--- src/vesr_pkg.sv ---
package vesr_pkg;

    // --------------------------------------------------------------------
    // register map: printed offsets 00h..03h are not all multiples of 4,
    // so they are indices and the byte address is four times the index
    // --------------------------------------------------------------------
    localparam logic [3:0] VESR_IDX_STATUS_LOW  = 4'h0;
    localparam logic [3:0] VESR_IDX_STATUS_HIGH = 4'h1;
    localparam logic [3:0] VESR_IDX_ENABLE_LOW  = 4'h2;
    localparam logic [3:0] VESR_IDX_ENABLE_HIGH = 4'h3;
    localparam logic [3:0] VESR_IDX_IRQ_STATUS  = 4'h4;
    localparam logic [3:0] VESR_IDX_IRQ_CLEAR   = 4'h5;
    localparam logic [3:0] VESR_IDX_IRQ_ENABLE  = 4'h6;
    localparam int         VESR_ADDR_W          = 6;

    // --------------------------------------------------------------------
    // field layout and reset values
    // --------------------------------------------------------------------
    localparam int         VESR_LOW_BITS      = 8;
    localparam int         VESR_HIGH_BITS     = 6;
    localparam logic [7:0] VESR_HIGH_MASK     = 8'h3F;
    localparam logic [7:0] VESR_ENABLE_RESET  = 8'h00;
    localparam int         VESR_TEMP_CHANNELS = 3;
    localparam int         VESR_IRQ_BITS      = 2;
    localparam logic [1:0] VESR_IRQ_RESET     = 2'h0;

    // axi response codes
    localparam logic [1:0] VESR_RESP_OKAY   = 2'h0;
    localparam logic [1:0] VESR_RESP_SLVERR = 2'h2;

endpackage // vesr_pkg

--- src/vesr_router.sv ---
// What this block does
// - status low at index 00h, read only, resets to zero
// - status low bit 7 is standby supply out of limits
// - status low bits 6..0 are analog inputs 6..0 out of limits
// - status high at index 01h, resets to zero, bits 7..6 reserved
// - status high bits 5..3: temperature channel 3..1 shutdown or limit event
// - status high bits 2..0: analog supply, battery, main supply out of limits
// - read/write enable registers at 02h and 03h mirror status layout
// - enable low: bit 7 standby, bits 6..0 inputs, reset disabled
// - enable high bits 5..3 temperature 3..1, bits 7..6 reserved, reset 0
// - enable high bits 2..0 analog supply, battery, main supply, reset 0
// - interrupt asserted when any status bit and its enable both set
`timescale 1ns/10ps

module vesr_router
(
    // clock and reset
    input  wire logic                          aclk,
    input  wire logic                          aresetn,
    // axi4-lite write address
    input  wire logic [vesr_pkg::VESR_ADDR_W-1:0] s_axi_awaddr,
    input  wire logic                          s_axi_awvalid,
    output logic                               s_axi_awready,
    // axi4-lite write data
    input  wire logic [31:0]                   s_axi_wdata,
    input  wire logic [3:0]                    s_axi_wstrb,
    input  wire logic                          s_axi_wvalid,
    output logic                               s_axi_wready,
    // axi4-lite write response
    output logic      [1:0]                    s_axi_bresp,
    output logic                               s_axi_bvalid,
    input  wire logic                          s_axi_bready,
    // axi4-lite read address
    input  wire logic [vesr_pkg::VESR_ADDR_W-1:0] s_axi_araddr,
    input  wire logic                          s_axi_arvalid,
    output logic                               s_axi_arready,
    // axi4-lite read data
    output logic      [31:0]                   s_axi_rdata,
    output logic      [1:0]                    s_axi_rresp,
    output logic                               s_axi_rvalid,
    input  wire logic                          s_axi_rready,
    // channel flags from the monitor
    input  wire logic [7:0]                    low_high_limit_flag,
    input  wire logic [7:0]                    low_low_limit_flag,
    input  wire logic [2:0]                    sup_high_limit_flag,
    input  wire logic [2:0]                    sup_low_limit_flag,
    input  wire logic [2:0]                    temp_high_limit_flag,
    input  wire logic [2:0]                    temp_low_limit_flag,
    input  wire logic [2:0]                    temp_overtemp_shutdown,
    // interrupts
    output logic                               management_interrupt_n,
    output logic                               irq
);
    import vesr_pkg::*;

    // --------------------------------------------------------------------
    // timing at the ports
    // --------------------------------------------------------------------
    // write channel:
    //   halves are taken alone, either order
    //   a held half drops its ready, so a
    //   second write stalls on the bus
    //   rather than overwrite the held half
    //   one edge after both halves are held
    //   the word is updated and bvalid rises
    //   bvalid stands until bready is seen
    //   only lane 0 carries register bits
    //   lane 0 off: answered, no effect
    //   status words: answered, dropped
    // read channel:
    //   address taken while no reply waits
    //   reply registered one edge later
    //   arready low while the reply stands,
    //   so one read at most is in flight
    //   status is taken at the taking edge;
    //   a later flag shows in the next read
    //   rdata above bit 7 is always zero
    //   the clear word reads back zero
    // refused places:
    //   indices above the irq enable word
    //   answer SLVERR with zero data, and
    //   a write there changes nothing
    // alarm path:
    //   status is a plain or of the flags,
    //   not latched: only clearing the
    //   flags at the monitor clears it
    //   reserved enable bits are masked on
    //   write, so they read zero and never
    //   route a reserved status bit
    //   routed alarm is registered once
    //   before the pin, keeping glitches of
    //   the flag inputs off the host line;
    //   the price is one cycle of latency
    //   pin is active low, idles high
    // event interrupt:
    //   a second, active-high line reports
    //   edges of the routed alarm
    //   bit 0: alarm went active
    //   bit 1: alarm went away
    //   the irq enable word gates each bit
    //   bits stick until written with one
    //   at the clear word; an edge in the
    //   clear cycle wins, so none is lost
    //   the line is combinational from
    //   registered status and enable
    // reset:
    //   synchronous; enables and event
    //   bits return to zero, pin released
    //   first request may be shown on the
    //   first edge after release

    // --------------------------------------------------------------------
    // state
    // --------------------------------------------------------------------
    typedef struct packed {
        logic [VESR_ADDR_W-1:0] awaddr;
        logic                   aw_held;
        logic [31:0]            wdata;
        logic [3:0]             wstrb;
        logic                   w_held;
        logic                   bvalid;
        logic [1:0]             bresp;
        logic                   rvalid;
        logic [31:0]            rdata;
        logic [1:0]             rresp;
        logic [7:0]             enable_low;
        logic [7:0]             enable_high;
        logic [VESR_IRQ_BITS-1:0] irq_status;
        logic [VESR_IRQ_BITS-1:0] irq_enable;
        logic                   mgmt_prev;
        logic                   mgmt_n;
    } vesr_state_s;

    vesr_state_s state;
    vesr_state_s next_state;

    logic [7:0] summary_low;
    logic [7:0] summary_high;
    logic       mgmt_active;
    logic       write_fire;
    logic       read_fire;

    // --------------------------------------------------------------------
    // event summary
    // --------------------------------------------------------------------
    vesr_event_summary vesr_event_summary_inst
    (
        .low_high_limit_flag    (low_high_limit_flag),
        .low_low_limit_flag     (low_low_limit_flag),
        .sup_high_limit_flag    (sup_high_limit_flag),
        .sup_low_limit_flag     (sup_low_limit_flag),
        .temp_high_limit_flag   (temp_high_limit_flag),
        .temp_low_limit_flag    (temp_low_limit_flag),
        .temp_overtemp_shutdown (temp_overtemp_shutdown),
        .summary_low            (summary_low),
        .summary_high           (summary_high)
    );

    // word address to register index; unmapped returns an out-of-range marker
    function automatic logic [4:0] reg_index(input logic [VESR_ADDR_W-1:0] addr);
        reg_index = {1'b0, addr[VESR_ADDR_W-1:2]};
        if (addr[VESR_ADDR_W-1:2] > VESR_IDX_IRQ_ENABLE)
            reg_index = 5'h10;
    endfunction

    // --------------------------------------------------------------------
    // interrupt combine
    // --------------------------------------------------------------------
    // any status bit gated by its own enable bit
    assign mgmt_active = |(summary_low & state.enable_low)
                       | |(summary_high & state.enable_high);

    assign write_fire = state.aw_held && state.w_held && !state.bvalid;
    assign read_fire  = s_axi_arvalid && !state.rvalid;

    // --------------------------------------------------------------------
    // next state
    // --------------------------------------------------------------------
    always_comb
    begin
        logic [4:0]               widx;
        logic [4:0]               ridx;
        logic [VESR_IRQ_BITS-1:0] irq_set;
        logic [VESR_IRQ_BITS-1:0] irq_clr;
        widx       = reg_index(state.awaddr);
        ridx       = reg_index(s_axi_araddr);
        irq_set    = '0;
        irq_clr    = '0;
        next_state = state;

        // capture address and data independently, in either order
        if (s_axi_awvalid && !state.aw_held)
        begin
            next_state.awaddr  = s_axi_awaddr;
            next_state.aw_held = 1'b1;
        end
        if (s_axi_wvalid && !state.w_held)
        begin
            next_state.wdata  = s_axi_wdata;
            next_state.wstrb  = s_axi_wstrb;
            next_state.w_held = 1'b1;
        end

        // perform a write once both halves are in
        if (write_fire)
        begin
            next_state.aw_held = 1'b0;
            next_state.w_held  = 1'b0;
            next_state.bvalid  = 1'b1;
            next_state.bresp   = VESR_RESP_OKAY;
            unique case (widx)
                {1'b0, VESR_IDX_STATUS_LOW},
                {1'b0, VESR_IDX_STATUS_HIGH}: ;
                {1'b0, VESR_IDX_ENABLE_LOW}:
                    if (state.wstrb[0])
                        next_state.enable_low = state.wdata[7:0];
                {1'b0, VESR_IDX_ENABLE_HIGH}:
                    if (state.wstrb[0])
                        next_state.enable_high = state.wdata[7:0] & VESR_HIGH_MASK;
                {1'b0, VESR_IDX_IRQ_STATUS}: ;
                {1'b0, VESR_IDX_IRQ_CLEAR}:
                    if (state.wstrb[0])
                        irq_clr = state.wdata[VESR_IRQ_BITS-1:0];
                {1'b0, VESR_IDX_IRQ_ENABLE}:
                    if (state.wstrb[0])
                        next_state.irq_enable = state.wdata[VESR_IRQ_BITS-1:0];
                default:
                    next_state.bresp = VESR_RESP_SLVERR;
            endcase
        end
        if (state.bvalid && s_axi_bready)
            next_state.bvalid = 1'b0;

        // read: register the answer one cycle after the address is taken
        if (read_fire)
        begin
            next_state.rvalid = 1'b1;
            next_state.rresp  = VESR_RESP_OKAY;
            next_state.rdata  = '0;
            unique case (ridx)
                {1'b0, VESR_IDX_STATUS_LOW}:  next_state.rdata[7:0] = summary_low;
                {1'b0, VESR_IDX_STATUS_HIGH}: next_state.rdata[7:0] = summary_high;
                {1'b0, VESR_IDX_ENABLE_LOW}:  next_state.rdata[7:0] = state.enable_low;
                {1'b0, VESR_IDX_ENABLE_HIGH}: next_state.rdata[7:0] = state.enable_high;
                {1'b0, VESR_IDX_IRQ_STATUS}:
                    next_state.rdata[VESR_IRQ_BITS-1:0] = state.irq_status;
                {1'b0, VESR_IDX_IRQ_CLEAR}: ;                                     // write only
                {1'b0, VESR_IDX_IRQ_ENABLE}:
                    next_state.rdata[VESR_IRQ_BITS-1:0] = state.irq_enable;
                default:
                    next_state.rresp = VESR_RESP_SLVERR;
            endcase
        end
        else if (state.rvalid && s_axi_rready)
            next_state.rvalid = 1'b0;

        // sticky events: bit 0 rising, bit 1 falling edge of the routed alarm
        irq_set[0] = mgmt_active && !state.mgmt_prev;
        irq_set[1] = !mgmt_active && state.mgmt_prev;
        // set wins over a clear in the same cycle
        next_state.irq_status = (state.irq_status & ~irq_clr) | irq_set;
        next_state.mgmt_prev  = mgmt_active;

        // registered active-low output, one cycle behind the combine
        next_state.mgmt_n = !mgmt_active;
    end

    // --------------------------------------------------------------------
    // registers
    // --------------------------------------------------------------------
    // synchronous reset: all routing disabled, interrupt released
    always_ff @(posedge aclk)
    begin
        if (!aresetn)
        begin
            state             <= '0;
            state.enable_low  <= VESR_ENABLE_RESET;
            state.enable_high <= VESR_ENABLE_RESET;
            state.irq_status  <= VESR_IRQ_RESET;
            state.irq_enable  <= VESR_IRQ_RESET;
            state.mgmt_n      <= 1'b1;
        end
        else
            state <= next_state;
    end

    // --------------------------------------------------------------------
    // outputs
    // --------------------------------------------------------------------
    // ready held low while a half waits, so a second write stalls
    assign s_axi_awready          = !state.aw_held;
    assign s_axi_wready           = !state.w_held;
    assign s_axi_bvalid           = state.bvalid;
    assign s_axi_bresp            = state.bresp;
    assign s_axi_arready          = !state.rvalid;
    assign s_axi_rvalid           = state.rvalid;
    assign s_axi_rdata            = state.rdata;
    assign s_axi_rresp            = state.rresp;
    assign management_interrupt_n = state.mgmt_n;
    assign irq                    = |(state.irq_status & state.irq_enable);

endmodule // vesr_router

--- src/vesr_event_summary.sv ---
`timescale 1ns/10ps

// --------------------------------------------------------------------
// per-channel flag summary
// --------------------------------------------------------------------
module vesr_event_summary
(
    // per-channel limit flags, low status group
    input  wire logic [7:0] low_high_limit_flag,
    input  wire logic [7:0] low_low_limit_flag,
    // analog supply, battery, main supply
    input  wire logic [2:0] sup_high_limit_flag,
    input  wire logic [2:0] sup_low_limit_flag,
    // temperature channels 3..1 as bits 2..0
    input  wire logic [2:0] temp_high_limit_flag,
    input  wire logic [2:0] temp_low_limit_flag,
    input  wire logic [2:0] temp_overtemp_shutdown,
    // summaries
    output logic      [7:0] summary_low,
    output logic      [7:0] summary_high
);
    import vesr_pkg::*;

    // pure or of the flags, so a bit drops as soon as host clears flags
    always_comb
    begin
        summary_low  = low_high_limit_flag | low_low_limit_flag;
        summary_high = {2'h0,
                        temp_high_limit_flag | temp_low_limit_flag
                            | temp_overtemp_shutdown,
                        sup_high_limit_flag | sup_low_limit_flag};
    end

endmodule // vesr_event_summary

--- config.mk ---
export PLATFORM = sky130hd
export DESIGN_NAME = vesr_router
export DESIGN_NICKNAME = d
export VERILOG_FILES = /design/src/vesr_pkg.sv /design/src/vesr_router.sv /design/src/vesr_event_summary.sv
export SDC_FILE = /design/constraint.sdc
export NUM_CORES = 1
export LEC_CHECK = 0
export BUFFER_PORTS_ARGS = -buffer_cell sky130_fd_sc_hd__buf_2
export CORE_MARGIN = 8
export CORE_UTILIZATION = 46
export DETAILED_ROUTE_END_ITERATION = 10
export PLACE_DENSITY_LB_ADDON = 0.25
export SLEW_MARGIN = 30
export SYNTH_ARGS = -nofsm -noshare
export SYNTH_HDL_FRONTEND = slang
export SYNTH_SLANG_ARGS = --single-unit
--- constraint.sdc ---
create_clock -name aclk -period 1.7 [get_ports aclk]
set_input_delay 0.255 -clock aclk [delete_from_list [all_inputs] [get_ports aclk]]
set_output_delay 0.255 -clock aclk [all_outputs]
set_load 0.05 [all_outputs]
==> reports/metrics.csv, run 1 <==
metric;value;unit
Tightest Hold Check Type;input pin to flop;
max_cap viols;0;
top-count cell post-synth;dfxtp_1;
Required @ worst endpoint;1890;ps
ANT nets after route;0;
R2R Setup Slk;260;ps
Final Instance Count excl. Fillers;426;
Post-DP Area;2870;sq um
area share of the largest cell type after synthesis;37.0;%
CTS resizes;0;
initial core utilization;46.8;%
setup bufs post-CTS;0;
Die Area;8170;sq um
post-synthesis sequential area ratio;37.0;%
Final Util;54.6;%
final period utilization;84.6;%
post-route setup TNS;0;ps
slowest stage delay, CP;450;ps
total routed wirelength;6040;um
area of all placed cells without fillers;2970;sq um
Yosys reg bits;47;
r2r worst-path depth;4;
layout cell share with drive strength beyond 1;28.8;%
Num CTS Buffers;5;
Worst setup EP type;flop;
CTS tree;yes;
first-pass GRT wire length;10200;um
Via density;4.99;
Seq. cell area;941;sq um
routability congestion estimate;0.833;
io pins;129;
number of H-tree levels;2;
total grt overflow;0;
CTS root buffer;clkbuf_8;
Global Route Usage Sum;15.0;%
later-pin clock latency in the skew report;290;ps
Post-synth top flop;dfxtp_1;
Worst Hold End;state[60];
synth warn;0;
largest cells by area after synthesis;dfxtp_1 37%, buf_4 11%, mux2i_1 7.9%;
1st-pass router iterations;4;
EDFF count, synth;0;
Antenna diodes;0;
Syn Inst Count;286;
CTS clk-pin slew, worst paths;80;ps
Pwr Density;812;nW/um^2
RSZ-0062 raised after global routing;false;
Vias;2124;
die height;90.4;um
Multi-input gate area;1350;sq um
Tot Pwr;2.41;mW
mapped cell area;2540;sq um
Inst Count DP;419;
largest net degree at the start of global routing;36;
FF-to-FF Start;state[60];
Filler cells;566;
IO Port Bufs;71;
clock tree buffer depth;2;
Final Setup Violations;0;
max-slew violations;0;
maximum net fanout on the critical path;8;
Max Clock Skew;5.82;ps
hpwl dp;4850;um
worst path arrival time;1630;ps
crit-path cells;nand3b_4 > o41ai_1 > nand2_1 > o211a_1;
number of distinct library cells after synthesis;41;
Die X;90.4;um
# clock sinks;47;
routed length per instance;14.2;um
number of global-route vias before repair;2164;
# rows;27;
critical path class;flop to flop;
Core ar.;5440;sq um
fraction of registers with async set/reset;0;%
Peak Freq;695;MHz
CTS Hold Bufs;0;
Tmin final;1440;ps
slowest CP cell;o41ai_1;
r2r endpoint;state[4];
Hold Path Depth;3;
Peak VDD IR;0.695;mV
final hold violation count;0;
Hold Path Origin;s_axi_wvalid;
Nets;440;
CP Launch Type;flop;
Post-synth top cells;47 x dfxtp_1, 36 x buf_4, 33 x nand2_1;
DR iter-0 viols;96;
mean area per synthesized cell;8.90;sq um
outcome;finished, final reports clean;
synthesis-to-finish area growth;16.6;%
Post-route DRC;0;
LEAKAGE;1.28;nW
largest area contributor in the netlist;dfxtp_1;
antenna violations before repair;0;
==> worst max-delay path, delay by kind of cell (launching register included) <==
| kind | cells | cell delay, ps |
|---|---|---|
| simple gates | 2 | 260 |
| compound gates | 2 | 660 |
| flops | 1 | 420 |
==> how the worst max path moves through the flow <==
stage / startpoint / end / slack [ps]
after floorplan: s_axi_bvalid / state[14] / 10
after global placement: s_axi_araddr[5] / s_axi_rdata[7] / 210
after global routing: state[101] / state[3] / 90
after CTS: state[60] / state[4] / 220
after detailed placement: s_axi_araddr[5] / s_axi_rdata[7] / 200
final: state[60] / state[4] / 260
==> power by group <==
| group | total [mW] | switching, mW | internal (mW) |
|---|---|---|---|
| clock network | 0.784 | 0.353 | 0.431 |
| registers | 1.17 | 0.0297 | 1.14 |
| logic | 0.460 | 0.328 | 0.132 |
| total | 2.41 | 0.710 | 1.70 |
==> cell type report <==
| cell class | instances | area share, % |
|---|---|---|
| clock inverter | 1 | 1.01 |
| tap | 72 | 3.04 |
| multi-input combinational | 210 | 45.5 |
| sequential | 47 | 31.7 |
| clock buffer | 6 | 2.45 |
| inverter | 7 | 0.885 |
| timing repair buffer | 83 | 15.4 |
==> logic make-up (layout without fill, tap and decap cells) <==
kind of cell	Yosys count	in the layout	synth area share, %
buf+inv	54	97	13.7
compound gates	67	67	17.5
simple gates	92	92	21.7
mux	25	25	10.1
flops	47	47	37.0
other cells	1	26	0.147
==> sequential cells by signal, summed over array words and instances (netlist names) <==
register / flops
s_axi_rvalid: 1
s_axi_bvalid: 1
s_axi_rresp: 1
management_interrupt_n: 1
s_axi_bresp: 1
state: 34
s_axi_rdata: 8
==> per-layer routing <==
layer	wire [um]	vias up	track usage [%]
met5	0	-	0
met4	121	0	5.96
met3	403	10	5.32
met2	2830	72	23.6
met1	2690	967	18.3
li1	-	1075	-
==> stage by stage <==
| step | worst slack, ps | hold slack [ps] |
|---|---|---|
| 6_report | 262 | 196 |
| 5_1_grt | 85.8 | 196 |
| 4_1_cts | 223 | 191 |
| 3_5_place_dp | 197 | 457 |
| 3_3_place_gp | 208 | 446 |
| 2_1_floorplan | 14.0 | 371 |
==> placed cells by master (no fill, tap or decap), drive strengths merged, types with 2 or more instances in the layout <==
| master | synthesis | layout |
|---|---|---|
| buf | 39 | 83 |
| dfxtp | 47 | 47 |
| nand2 | 33 | 33 |
| o21ai | 26 | 26 |
| conb | 1 | 26 |
| nor2b | 22 | 22 |
| mux2i | 20 | 20 |
| a21boi | 12 | 12 |
| inv | 7 | 7 |
| o31ai | 6 | 6 |
| nand3 | 6 | 6 |
| clkbuf | 8 | 6 |
| o211a | 5 | 5 |
| nand4 | 5 | 5 |
| mux2 | 5 | 5 |
| nor2 | 5 | 5 |
| a31oi | 4 | 4 |
| a21oi | 4 | 4 |
| nor4b | 4 | 4 |
| nand3b | 3 | 3 |
| nor4 | 3 | 3 |
| and3 | 2 | 2 |
| nand4b | 2 | 2 |
| o21a | 2 | 2 |
| a21o | 2 | 2 |
| or2 | 2 | 2 |
| a32oi | 2 | 2 |
| and2b | 2 | 2 |
No activity file was read; power rests on OpenSTA's default activity.
==> run 2: changes to the inputs <==
--- a/config.mk
+++ b/config.mk
@@ -7,7 +7,7 @@
 export LEC_CHECK = 0
 export BUFFER_PORTS_ARGS = -buffer_cell sky130_fd_sc_hd__buf_2
 export CORE_MARGIN = 8
-export CORE_UTILIZATION = 46
+export CORE_UTILIZATION = 41
 export DETAILED_ROUTE_END_ITERATION = 10
 export PLACE_DENSITY_LB_ADDON = 0.25
 export SLEW_MARGIN = 30
==> constraint.sdc (replaced) <==
create_clock -name aclk -period 1.3 [get_ports aclk]
set_input_delay 0.195 -clock aclk [delete_from_list [all_inputs] [get_ports aclk]]
set_output_delay 0.195 -clock aclk [all_outputs]
set_load 0.05 [all_outputs]
==> run 2 against run 1 <==
  * The flow now finishes with violations (setup timing)
  * Sequential share of layout area is 2.5 points lower
  * Die area is 10% higher
  * Setup slack worse by 430 ps
  * Flip-flop and latch count unchanged
  * Clock skew shrank 1.8 ps
  * Total power grew 32%
  * Largest power group unchanged
==> reports/metrics.csv, run 2 (synthesis gave the netlist of run 1 again) <==
metric;value;unit
total grt overflow;0;
Buf/Inv on CP;2;
Tmin final;1460;ps
Peak Freq;683;MHz
layout cell share with drive strength beyond 1;38.0;%
Final Setup Violations;18;
Tightest Hold Check Type;input pin to flop;
slowest CP cell;dfxtp_2;
slowest stage delay, CP;330;ps
CTS tree;yes;
Die Area;8980;sq um
Final Instance Count excl. Fillers;459;
critical path class;flop to flop;
CTS Hold Bufs;0;
LEAKAGE;1.44;nW
clock tree buffer depth;2;
Worst setup EP type;flop;
max-slew violations;0;
R2R Setup Slk;-160;ps
crit-path cells;nand3b_1 > buf_4 > nor4b_4 > buf_4 > mux2i_1 > nor2b_1;
1st-pass router iterations;4;
total routed wirelength;6740;um
die height;94.8;um
Post-route DRC;0;
IO Port Bufs;71;
number of global-route vias before repair;2232;
RSZ-0062 raised after global routing;true;
routed length per instance;14.7;um
Die X;94.8;um
io pins;129;
# clock sinks;47;
synthesis-to-finish area growth;28.1;%
Worst path top cell family by delay;simple AND/OR/NAND/NOR gates;
register with the most flip-flops;state;
CTS root buffer;clkbuf_8;
Global Route Usage Sum;14.4;%
worst path arrival time;1660;ps
maximum net fanout on the critical path;3;
Antenna diodes;0;
setup ws final;-164;ps
Required @ worst endpoint;1500;ps
Via density;4.91;
outcome;finished with violations;
ANT nets after route;0;
commonest non-fill, non-tap cell in the layout;buf_2;
first-pass GRT wire length;10400;um
final period utilization;113;%
Pwr Density;975;nW/um^2
DR iter-0 viols;98;
failing checks;setup timing;
commonest non-fill, non-tap cells in the layout;68 x buf_2, 41 x dfxtp_1, 41 x buf_4;
hpwl dp;5430;um
final hold violation count;0;
Num CTS Buffers;5;
Vias;2252;
max reg flops;34;
Peak VDD IR;0.531;mV
Core ar.;5960;sq um
CTS clk-pin slew, worst paths;90;ps
# rows;28;
number of H-tree levels;2;
CP Launch Type;flop;
Max Clock Skew;4.04;ps
later-pin clock latency in the skew report;300;ps
Inst Count DP;450;
routability congestion estimate;0.816;
max_cap viols;0;
cell mode on critical path;buf_4;
largest net degree at the start of global routing;17;
initial core utilization;42.7;%
Filler cells;589;
Tot Pwr;3.18;mW
antenna violations before repair;0;
Nets;469;
==> run 2: cell count changes in the layout (fill, tap and decap cells not counted), sizes merged <==
| cell | change |
|---|---|
| clkbuf | +1 |
| inv | -1 |
| bufinv | -1 |
| buf | +28 |
| clkinvlp | +1 |
| clkinv | +2 |
==> run 2: stage by stage <==
step / setup slack, ps / utilization, % / setup TNS [ps] / hold WS [ps] / instance area [sq um]
2_1_floorplan: -228 / - / -2960 / 311 / 2660
3_3_place_gp: -147 / 52.0 / -1720 / 425 / 3100
3_5_place_dp: -217 / 52.0 / -2670 / 433 / 3100
4_1_cts: -164 / 54.3 / -2320 / 117 / 3230
5_1_grt: -256 / 54.7 / -3790 / 138 / 3260
6_report: -164 / 54.7 / -2350 / 124 / 3260
==> run 2: path summary, 6_finish.rpt <==
check	start	endpoint	cells after the start
setup / recovery	state[103]	state[2]	6
hold / removal	s_axi_awvalid	state[97]	3
setup reg to reg	state[103]	state[2]	6
hold reg to reg	state[71]	state[71]	2
==> run 2: where the power goes <==
part	leakage, nW	internal, mW	switching, mW	total, mW
clock network	0.0563	0.496	0.504	0.999
logic	0.997	0.207	0.456	0.662
registers	0.386	1.49	0.0324	1.52
==> run 2: routing by layer <==
metal  track usage, %  vias to the layer above  share of wire, %
met5                0                        -                 0
met4             4.03                        0              0.85
met3             4.44                        4               8.8
met2             24.0                       78                46
met1             17.4                     1033                44
li1                 -                     1137                 -
==> run 2: layout make-up <==
| type | count | area, sq um | area share, % |
|---|---|---|---|
| tap | 75 | 93.8 | 2.88 |
| sequential | 47 | 953 | 29.2 |
| clock buffer | 6 | 93.8 | 2.88 |
| timing repair buffer | 112 | 687 | 21.1 |
| clock inverter | 2 | 13.8 | 0.422 |
| inverter | 7 | 30.0 | 0.921 |
| multi-input combinational | 210 | 1390 | 42.6 |
==> run 2: worst reg2reg max path, cell delays in order, from the launching register on <==
cell,delay [ps]
dfxtp_2,330
nand3b_1,240
buf_4,190
nor4b_4,200
buf_4,160
mux2i_1,190
nor2b_1,60
==> run 2: timing repair <==
| item | in CTS | in global routing |
|---|---|---|
| endpoints found under the setup margin | 19 | 22 |
| pin swaps | 1 | 5 |
| buffers inserted | 1 | 0 |
| resized for setup | 6 | 11 |
